File: config.mk
export PLATFORM = sky130hd
export DESIGN_NAME = mlsa_core
export DESIGN_NICKNAME = d
export VERILOG_FILES = /design/src/common/mlsa_pkg.sv /design/src/verilog/mlsa_core.sv
export SDC_FILE = /design/constraint.sdc
export NUM_CORES = 1
export LEC_CHECK = 0
export ABC_AREA = 1
export BUFFER_PORTS_ARGS = -buffer_cell sky130_fd_sc_hd__buf_2
export CAP_MARGIN = 0
export CORE_UTILIZATION = 56
export DETAILED_ROUTE_END_ITERATION = 8
export PLACE_DENSITY = 0.85
export SLEW_MARGIN = 0
export SYNTH_ARGS = -nofsm -noshare
export SYNTH_HDL_FRONTEND = slang
export SYNTH_SLANG_ARGS = --single-unit
File: constraint.sdc
create_clock -name clk_i -period 3.1 [get_ports clk_i]
set_input_delay 0.62 -clock clk_i [delete_from_list [all_inputs] [get_ports clk_i]]
set_output_delay 0.62 -clock clk_i [all_outputs]
set_load 0.02 [all_outputs]
File: src/common/mlsa_pkg.sv
// Package for the load-immediate and store-accumulator decode/execute block.
// Assumes a 16-bit instruction word and a 12-bit data address space.
`default_nettype none

package mlsa_pkg;

    // ------------------------------------------------------------------
    // Opcode fields
    // ------------------------------------------------------------------
    localparam logic [7:0]  LOAD_IMM_OPC   = 8'h0E;
    localparam logic [6:0]  STORE_ACC_OPC  = 7'h37;
    localparam int          OPC_HI_POS     = 8;
    localparam int          BANK_BIT_POS   = 8;

    // ------------------------------------------------------------------
    // Addressing and reset constants
    // ------------------------------------------------------------------
    localparam logic [7:0]  INDEXED_LIMIT  = 8'h5F;
    localparam logic [7:0]  ACCESS_SPLIT   = 8'h60;
    localparam logic [3:0]  ACCESS_HI_BANK = 4'hF;
    localparam logic [7:0]  ACC_RESET      = 8'h00;

    // ------------------------------------------------------------------
    // Quarter-phase sequencing
    // ------------------------------------------------------------------
    typedef enum logic [1:0] {
        MLSA_Q1 = 2'b00,
        MLSA_Q2 = 2'b01,
        MLSA_Q3 = 2'b10,
        MLSA_Q4 = 2'b11
    } mlsa_phase_t;

endpackage

`default_nettype wire

File: src/verilog/mlsa_core.sv
// Decode and execute of load-immediate-to-accumulator and store-accumulator-to-file.
// Assumes the fetch unit presents one instruction word per four-phase cycle,
// captured at Q1, and that the data memory accepts a one-cycle write strobe.
`default_nettype none

// Functional notes
// RL1: Opcode high byte 0x0E loads the low-byte immediate into the accumulator, one cycle.
// RL2: Store opcode 0110 111a with a=0 targets the fixed access bank.
// RL3: With a=1 the address is bank select register value joined to file field.
// RL4: Extended set on, a=0, file field at most 95: indexed literal offset addressing.
// RL5: No status flag changes; store writes accumulator during Q4.
module mlsa_core (
    input  wire logic        clk_i,
    input  wire logic        sys_rst_i,
    input  wire logic [15:0] instr_i,
    input  wire logic [3:0]  bank_select_register_i,
    input  wire logic        ext_set_en_i,
    input  wire logic [11:0] index_base_i,
    output logic      [7:0]  accumulator_o,
    output logic      [11:0] wr_addr_o,
    output logic      [7:0]  wr_data_o,
    output logic             wr_en_o,
    output logic             indexed_mode_o,
    output logic      [1:0]  phase_o
);

    // ------------------------------------------------------------------
    // Local state
    // ------------------------------------------------------------------
    mlsa_pkg::mlsa_phase_t phase_q;
    mlsa_pkg::mlsa_phase_t phase_d;
    logic [15:0]           ir_q;
    logic [7:0]            acc_q;
    logic [7:0]            acc_d;
    logic [11:0]           addr_q;
    logic [11:0]           addr_d;
    logic                  wen_q;
    logic                  wen_d;
    logic                  idx_q;
    logic                  idx_d;

    // ------------------------------------------------------------------
    // Decode helpers
    // ------------------------------------------------------------------
    // The opcode tests feed several processes, so each lives in one place.
    function automatic logic f_is_load(input logic [15:0] word);
        f_is_load = (word[15:mlsa_pkg::OPC_HI_POS] == mlsa_pkg::LOAD_IMM_OPC);
    endfunction

    function automatic logic f_is_store(input logic [15:0] word);
        f_is_store = (word[15:mlsa_pkg::BANK_BIT_POS + 1] == mlsa_pkg::STORE_ACC_OPC);
    endfunction

    // Low access offsets land in bank zero and the rest in the top bank.
    function automatic logic [11:0] f_access_addr(input logic [7:0] offset);
        if (offset < mlsa_pkg::ACCESS_SPLIT) begin
            f_access_addr = {4'h0, offset};
        end else begin
            f_access_addr = {mlsa_pkg::ACCESS_HI_BANK, offset};
        end
    endfunction

    // ------------------------------------------------------------------
    // Phase sequencing
    // ------------------------------------------------------------------
    always_comb begin
        phase_d = mlsa_pkg::MLSA_Q1;
        unique case (phase_q)
            mlsa_pkg::MLSA_Q1: phase_d = mlsa_pkg::MLSA_Q2;
            mlsa_pkg::MLSA_Q2: phase_d = mlsa_pkg::MLSA_Q3;
            mlsa_pkg::MLSA_Q3: phase_d = mlsa_pkg::MLSA_Q4;
            mlsa_pkg::MLSA_Q4: phase_d = mlsa_pkg::MLSA_Q1;
        endcase
    end

    always_ff @(posedge clk_i or posedge sys_rst_i) begin
        if (sys_rst_i) begin
            phase_q <= mlsa_pkg::MLSA_Q1;
        end else begin
            phase_q <= phase_d;
        end
    end

    // ------------------------------------------------------------------
    // Instruction latch
    // ------------------------------------------------------------------
    // The word is taken only in Q1, so the fetch side may move on afterwards.
    always_ff @(posedge clk_i or posedge sys_rst_i) begin
        if (sys_rst_i) begin
            ir_q <= 16'h0000;
        end else if (phase_q == mlsa_pkg::MLSA_Q1) begin
            ir_q <= instr_i;
        end
    end

    // ------------------------------------------------------------------
    // Decode
    // ------------------------------------------------------------------
    logic        is_load;
    logic        is_store;
    logic        bank_bit;
    logic [7:0]  file_f;
    logic [11:0] tgt_addr;
    logic        use_idx;
    logic        in_q3;
    logic        in_q4;

    assign is_load  = f_is_load(ir_q);                                    // [RL1]
    assign is_store = f_is_store(ir_q);                                   // [RL2]
    assign bank_bit = ir_q[mlsa_pkg::BANK_BIT_POS];
    assign file_f   = ir_q[7:0];
    assign in_q3    = (phase_q == mlsa_pkg::MLSA_Q3);
    assign in_q4    = (phase_q == mlsa_pkg::MLSA_Q4);
    assign use_idx  = ext_set_en_i && !bank_bit
                      && (file_f <= mlsa_pkg::INDEXED_LIMIT);             // [RL4]

    // Indexed mode only replaces the low access half, never a banked access.
    always_comb begin
        tgt_addr = f_access_addr(file_f);                                 // [RL2]
        if (bank_bit) begin
            tgt_addr = {bank_select_register_i, file_f};                  // [RL3]
        end else if (use_idx) begin
            tgt_addr = index_base_i + {4'h0, file_f};                     // [RL4]
        end
    end

    // ------------------------------------------------------------------
    // Accumulator
    // ------------------------------------------------------------------
    // Accumulator is written in Q4, so a store in the following cycle sees it.
    always_comb begin
        acc_d = acc_q;
        if (in_q4 && is_load) begin
            acc_d = ir_q[7:0];                                            // [RL1]
        end
    end

    always_ff @(posedge clk_i or posedge sys_rst_i) begin
        if (sys_rst_i) begin
            acc_q <= mlsa_pkg::ACC_RESET;
        end else begin
            acc_q <= acc_d;
        end
    end

    // ------------------------------------------------------------------
    // Write strobe
    // ------------------------------------------------------------------
    // No flags exist in this block, so neither instruction can disturb them.
    assign wen_d = in_q3 && is_store;                                     // [RL5]

    always_ff @(posedge clk_i or posedge sys_rst_i) begin
        if (sys_rst_i) begin
            wen_q <= 1'b0;
        end else begin
            wen_q <= wen_d;
        end
    end

    // ------------------------------------------------------------------
    // Store address and mode
    // ------------------------------------------------------------------
    // Both are held until the next store so the memory side may look late.
    always_comb begin
        addr_d = addr_q;
        idx_d  = idx_q;
        if (in_q3 && is_store) begin
            addr_d = tgt_addr;
            idx_d  = use_idx;
        end
    end

    always_ff @(posedge clk_i or posedge sys_rst_i) begin
        if (sys_rst_i) begin
            addr_q <= 12'h000;
        end else begin
            addr_q <= addr_d;
        end
    end

    always_ff @(posedge clk_i or posedge sys_rst_i) begin
        if (sys_rst_i) begin
            idx_q <= 1'b0;
        end else begin
            idx_q <= idx_d;
        end
    end

    // ------------------------------------------------------------------
    // Outputs
    // ------------------------------------------------------------------
    assign accumulator_o  = acc_q;
    assign wr_addr_o      = addr_q;
    assign wr_data_o      = acc_q;                                        // [RL5]
    assign wr_en_o        = wen_q;
    assign indexed_mode_o = idx_q;
    assign phase_o        = phase_q;

endmodule

`default_nettype wire

==> reports/qor.txt, run 1 <==
Comb pwr share - 0.161
clock network power share - 0.381
row count - 23
Largest delay share family, worst path - adder cells
hold path startpoint - wr_addr_o[1]$_DFFE_PP0P_
WP data required - 3.29 ns
area of the core - 4060 sq um
Post-DRT Antenna Nets - 0
clock skew - 0.00279 ns
I/O pin count - 67
maximum VDD drop - 332 uV
share of total power in sequential cells - 0.457
CTS Buffer Depth - 2
Layout Cells excl Fill - 416
Util after Layout - 0.697
Simple-Gate Fraction of Synth Area - 0.263
vias in the first global route - 1,892
final period utilization - 0.614
WL/cell - 12.5 um
post-synth cell types - 31
antenna violations before repair - 0
Area Overhead vs Synth - 18.4%
crit start category - flip-flop
post-synth top area cell - dfrtp_1
GRT Residual Overflow - 0
pre-CTS setup slack - 0.915 ns
worst hold endpoint - wr_addr_o[1]$_DFFE_PP0P_
Worst EP arrival - 2.09 ns
Min Hold Slack - 0.480 ns
CP dominant cell by count - nand2_1
Cell Pwr Density - 434 nW/um^2
reg2reg path depth - 13
fin crit period - 1.90 ns
IO Port Bufs - 66
CTS tree - done
Critical Path Sink Type - flip-flop
DR vias - 2,137
largest net degree at the start of global routing - 33
Final #Nets - 413
setup violators final - 0
Slew HR - 0.394
RSZ-0062 raised after global routing - no
Chip Height - 67.3 um
routability cong. - 0.938
n_diodes - 0
clock buffer count from CTS - 5
area share of the largest cell type after synthesis - 0.419
commonest cells after routing, fill and taps aside - 90 x nand2_1, 66 x buf_2, 40 x dfrtp_1
Max Cap Violations - 0
first-pass GRT wire length - 8520 um
Hold Path Stages - 2
Vias/cell - 5.14
Total Wirelength - 5210 um
gr usage total - 0.260
Hold Fails Final Rpt - 0
worst-skew pair later-pin latency - 0.30 ns
R2R Path Start - ir_q[0]$_DFFE_PP0N_
Cell Chain, Critical Path - ha_1, inv_1, fa_1, inv_1, nand3_1, nand2_2, nand2_1, nand2_1, nand2_1, nand2_1, o21ai_0, nand2_1, nand2_1
Synthesized Nets - 351
setup bufs post-CTS - 0
XOR/XNOR Fraction of Synth Area - 0.0147
fin worst setup slack - 1.20 ns
slowest stage cell, crit path - dfrtp_1
die width - 67.3 um
Sw Pwr - 0.327 mW
synth warn - 0
Seq cells post-synth - 40
DRC - 0
clock sinks - 40
Synth Area in Compound Gates - 0.124
status - completed
Net Sw Frac - 0.266
commonest non-fill, non-tap cell in the layout - nand2_1
Clock H-tree levels - 2
Post-Synthesis Cells - 303
Die Area - 4530 sq um
Int Power - 0.902 mW
Hold WC Path Type - flip-flop to flip-flop
Slew Viols, Final - 0
FF-to-FF setup slack - 1.20 ns
DRT iter0 DRCs - 159
synthesized cell area - 2390 sq um
Mean Syn Cell Area - 7.88 sq um
Root Driver - clkbuf_8
Max Freq - 525 MHz
hold_buf cts - 0
post-cts resize count - 0
post-synthesis mux area share - 0
Setup CP Type - flip-flop to flip-flop
fraction of the mapped netlist area in adder cells - 0.0712
Crit path buffers/inverters - 2
met1 WL - 2360 um
max layer used - met4
drt pass-1 iters - 4
DR WL met3 - 295 um
Worst-Margin Slew - 0.909 ns
Detail Placement HPWL - 4000 um
reg2reg end - wr_addr_o[8]$_DFFE_PP0P_
leakage - 1.55 nW
ranking of synthesized cells by area - dfrtp_1 42%, nand2_1 14%, ha_1 6.3%
clock-pin slew on the worst setup and hold paths - 0.08 ns
dpl cells - 408
setup total negative slack - 0 ns
largest family of logic cells by synthesized area - simple AND/OR/NAND/NOR gates
met2 WL - 2470 um
initial core utilization - 0.589
fraction of layout cells with a size suffix above 1 - 0.279
CP Max Fanout - 3
register area share after synthesis - 0.419
max incr delay on CP - 0.40 ns
-- kinds of logic after synthesis --
logic type,after synthesis
fa+ha+maj,13
compound gates,49
xor+xnor,4
buf+inv,56
simple gates,141
flops,40
-- power groups by stage --
| stage | Combinational (mW) | Sequential (mW) | Clock (mW) |
|---|---|---|---|
| 2_1_floorplan | 0.118 | 0.584 | 0 |
| 3_3_place_gp | 0.192 | 0.571 | 0 |
| 3_5_place_dp | 0.198 | 0.571 | 0 |
| 4_1_cts | 0.200 | 0.561 | 0.470 |
| 5_1_grt | 0.224 | 0.564 | 0.492 |
| 6_report | 0.198 | 0.562 | 0.468 |
-- metal layers --
layer,track usage,up-vias
li1,-,1081
met5,0,-
met3,0.0473,9
met1,0.350,978
met2,0.418,69
met4,0.101,0
-- cell usage after synthesis --
cell type  number
dfrtp_1        40
a21oi_1         9
nor2_1         20
buf_6           2
inv_4           1
inv_1          39
ha_1           12
nor3_2          2
nand4_2         1
buf_4           8
fa_1            1
nand4_4         1
xor2_1          3
o21bai_1        1
nor3_4          1
inv_2           3
nand3_1        13
xnor2_1         1
nor3_1          1
or2_2           1
o21ai_1         3
nor2_2          2
clkbuf_1        3
nand2_1        90
nand4_1         4
a2bb2oi_1       2
o21ai_2         9
o21ai_0        22
nand2_2         5
o21a_1          1
o211ai_1        2
-- how the worst max path moves through the flow --
stage / cells after the start / from / end / slack [ns]
after floorplan: 13 / index_base_i[0] / wr_addr_o[10]$_DFFE_PP0P_ / 1.14
after global placement: 14 / index_base_i[0] / wr_addr_o[10]$_DFFE_PP0P_ / 0.97
after detailed placement: 14 / index_base_i[0] / wr_addr_o[10]$_DFFE_PP0P_ / 0.91
after CTS: 13 / ir_q[0]$_DFFE_PP0N_ / wr_addr_o[8]$_DFFE_PP0P_ / 1.20
after global routing: 13 / ir_q[0]$_DFFE_PP0N_ / wr_addr_o[8]$_DFFE_PP0P_ / 1.04
final: 13 / ir_q[0]$_DFFE_PP0N_ / wr_addr_o[8]$_DFFE_PP0P_ / 1.20
-- flip-flops by register name (all words and copies together) (netlist names) --
name,count
phase_o,2
wr_en_o,1
ir_q,16
wr_addr_o,12
accumulator_o,8
indexed_mode_o,1
-- layout make-up --
type / count / area [sq um]
inverter: 43 / 164
timing repair buffer: 68 / 345
sequential: 40 / 1000
fill: 331 / 1230
multi-input combinational: 207 / 1130
clock inverter: 1 / 30.0
clock buffer: 7 / 96.3
tap: 50 / 62.6
-- through the flow --
stage	power [mW]	instance area, sq um
3_3_place_gp	0.763	2700
2_1_floorplan	0.702	2390
5_1_grt	1.28	2830
4_1_cts	1.23	2830
3_5_place_dp	0.769	2700
6_report	1.23	2830
-- tightest hold or removal path, cell delays in order, from the launching register on --
cell and delay, ns:
dfrtp_1 0.35, nand2_1 0.05, nand2_1 0.05
Power figures use the tool's default switching activity.
==> run 2, diff against run 1 <==
--- a/config.mk
+++ b/config.mk
@@ -8,9 +8,9 @@
 export ABC_AREA = 1
 export BUFFER_PORTS_ARGS = -buffer_cell sky130_fd_sc_hd__buf_2
 export CAP_MARGIN = 0
-export CORE_UTILIZATION = 56
+export CORE_UTILIZATION = 47
 export DETAILED_ROUTE_END_ITERATION = 8
-export PLACE_DENSITY = 0.85
+export PLACE_DENSITY = 0.76
 export SLEW_MARGIN = 0
 export SYNTH_ARGS = -nofsm -noshare
 export SYNTH_HDL_FRONTEND = slang
==> constraint.sdc (replaced) <==
create_clock -name clk_i -period 1.5 [get_ports clk_i]
set_input_delay 0.3 -clock clk_i [delete_from_list [all_inputs] [get_ports clk_i]]
set_output_delay 0.3 -clock clk_i [all_outputs]
set_load 0.02 [all_outputs]
==> run 2 against run 1 <==
Effect of this change:
- clock skew rose by 0.0056 ns
- register-to-register slack got worse by 1.4 ns
- critical endpoint is now wr_addr_o[6]$_DFFE_PP0P_
- sequential share of layout area fell by 5.6 points
- sequential power rose by 110%
- clock power rose by 86%
- die area rose by 19%
- setup slack got worse by 1.4 ns
- the flow now finishes with violations (negative setup slack)
==> reports/qor.txt, run 2 (synthesis results as in run 1) <==
fin worst setup slack - -0.226 ns (-1.42 ns)
Area Overhead vs Synth - 40.5%
routability cong. - 0.825 (-12%)
clock buffer count from CTS - 5 (unchanged)
Worst EP arrival - 1.90 ns (-0.19 ns)
FF/Latch Area - 1000 sq um (unchanged)
clock sinks - 40 (unchanged)
Worst-Margin Slew - 0.491 ns (-0.418 ns)
Post-DRT Antenna Nets - 0 (unchanged)
failing checks - negative setup slack
drt pass-1 iters - 4 (unchanged)
Max Freq - 579 MHz (+10%)
FF-to-FF setup slack - -0.23 ns (-1.42 ns)
Max Cap Violations - 0 (unchanged)
max reg flops - 16 (unchanged)
commonest cells after routing, fill and taps aside - 76 x nand2_1, 66 x buf_2, 40 x dfrtp_1
IO Port Bufs - 66 (unchanged)
area of the core - 4820 sq um (+19%)
gr usage total - 0.225 (-0.0349)
Root Driver - clkbuf_8
Setup CP Type - flip-flop to flip-flop
clock skew - 0.00837 ns (+0.00557 ns)
WL/cell - 12.1 um (-3.4%)
RSZ-0062 raised after global routing - yes
Chip Height - 73.3 um (+8.9%)
DRT iter0 DRCs - 116 (-27%)
WP data required - 1.68 ns (-1.61 ns)
vias in the first global route - 2,114 (+12%)
CTS Buffer Depth - 2 (unchanged)
Worst Setup SP - ir_q[0]$_DFFE_PP0N_
DR vias - 2,205 (+3.2%)
Filler cells - 420 (+27%)
Cell Pwr Density - 775 nW/um^2 (+79%)
Hold WC Path Type - input pin to async pin
CP Max Fanout - 3 (unchanged)
fin crit period - 1.73 ns (-0.177 ns)
Die Area - 5370 sq um (+19%)
final period utilization - 1.15 (+0.537)
area occupied by multi-input gates - 1380 sq um (+22%)
Layout Cells excl Fill - 464 (+12%)
Total Wirelength - 5610 um (+7.7%)
fraction of layout cells with a size suffix above 1 - 0.443 (+0.165)
status - complete, but fails checks
GRT Residual Overflow - 0 (unchanged)
Critical Path Sink Type - flip-flop
I/O pin count - 67 (unchanged)
reg2reg path depth - 11 (-2)
Slew Viols, Final - 0 (unchanged)
first-pass GRT wire length - 9160 um (+7.5%)
clock-pin slew on the worst setup and hold paths - 0.08 ns (about the same)
R2R Path Start - ir_q[0]$_DFFE_PP0N_
Final #Nets - 444 (+7.5%)
DRC - 0 (unchanged)
Detail Placement HPWL - 4210 um (+5.3%)
die width - 73.3 um (+8.9%)
crit start category - flip-flop
maximum VDD drop - 654 uV (+97%)
dpl cells - 450 (+10%)
Vias/cell - 4.75 (-7.5%)
Clock H-tree levels - 2 (unchanged)
antenna violations before repair - 0 (unchanged)
worst-skew pair later-pin latency - 0.30 ns (about the same)
pre-CTS setup slack - -0.211 ns (-1.13 ns)
row count - 25 (+8.7%)
crit path capture - wr_addr_o[6]$_DFFE_PP0P_
most flop-heavy register - ir_q
Slew HR - 0.672 (+0.279)
initial core utilization - 0.496 (-0.0928)
Hold Fails Final Rpt - 0 (unchanged)
hold_buf cts - 0 (unchanged)
leakage - 1.75 nW (+13%)
reg2reg end - wr_addr_o[6]$_DFFE_PP0P_
largest net degree at the start of global routing - 41 (+24%)
n_diodes - 0 (unchanged)
setup violators final - 8 (+8)
CTS tree - done
commonest non-fill, non-tap cell in the layout - nand2_1
run 2: changes by cell type in the layout (fill, tap and decap cells not counted), moves of 4 or more:
| cell | delta |
|---|---|
| inv_2 | +6 |
| ha_4 | +8 |
| nand2_1 | -14 |
| nand3_1 | -6 |
| inv_1 | -6 |
| buf_4 | +27 |
| ha_1 | -9 |
| nand3_2 | +4 |
| nand2_4 | +4 |
| nand2_2 | +10 |
run 2: worst min-delay path by stage:
stage                                   endpoint  slack [ns]  cells after the start
finish              accumulator_o[1]$_DFFE_PP0P_        0.11                      3
detailed placement           ir_q[0]$_DFFE_PP0N_        0.45                      3
global placement    accumulator_o[0]$_DFFE_PP0P_        0.44                      3
global route          indexed_mode_o$_DFFE_PP0P_        0.16                      3
CTS                 accumulator_o[1]$_DFFE_PP0P_        0.13                      3
floorplan                    ir_q[0]$_DFFE_PP0N_        0.42                      2
run 2: layout make-up:
cell class,count,share of cell area
clock inverter,3,0.0127
multi-input combinational,207,0.410
inverter,43,0.0488
timing repair buffer,99,0.184
clock buffer,5,0.0205
tap,67,0.0250
sequential,40,0.298
run 2: through the flow:
step           area, sq um  hold WS (ns)  TNS [ns]  total power [mW]   util
2_1_floorplan         2400         0.417    -0.266              1.46      -
3_3_place_gp          2970         0.443     -1.08              1.63  0.616
3_5_place_dp          2970         0.454     -1.38              1.64  0.616
4_1_cts               3270         0.130    -0.853              2.59  0.680
5_1_grt               3360         0.156     -2.09              2.73  0.697
6_report              3360         0.110     -1.06              2.60  0.697
run 2: report_power, final:
part / switching, mW / leakage [nW] / total (mW) / internal, mW
Clock: 0.379 / 0.0541 / 0.871 / 0.492
Sequential: 0.0386 / 0.469 / 1.16 / 1.13
Combinational: 0.319 / 1.23 / 0.567 / 0.248
run 2: worst max-delay path, stage by stage (launching register included):
cell	delay [ns]
dfrtp_1	0.39
ha_2	0.20
inv_2	0.04
fa_2	0.35
inv_2	0.07
nand3_2	0.06
nand2_2	0.09
nand2_1	0.07
nand2_1	0.09
a21oi_1	0.07
o21ai_1	0.12
a2bb2oi_2	0.08
run 2: metal layers:
metal  track usage  wire length, um  up-vias
met5             0                0        -
met4        0.0919              123        0
met3        0.0398              200       13
met2         0.363             2690       49
met1         0.302             2600     1003
li1              -                -     1140
run 2: timing repair:
item | in CTS | in global routing
pin swaps | 23 | 17
endpoints found under the setup margin | 10 | 14
gates cloned | 0 | 0
gates resized for setup | 33 | 18
setup buffers | 5 | 2
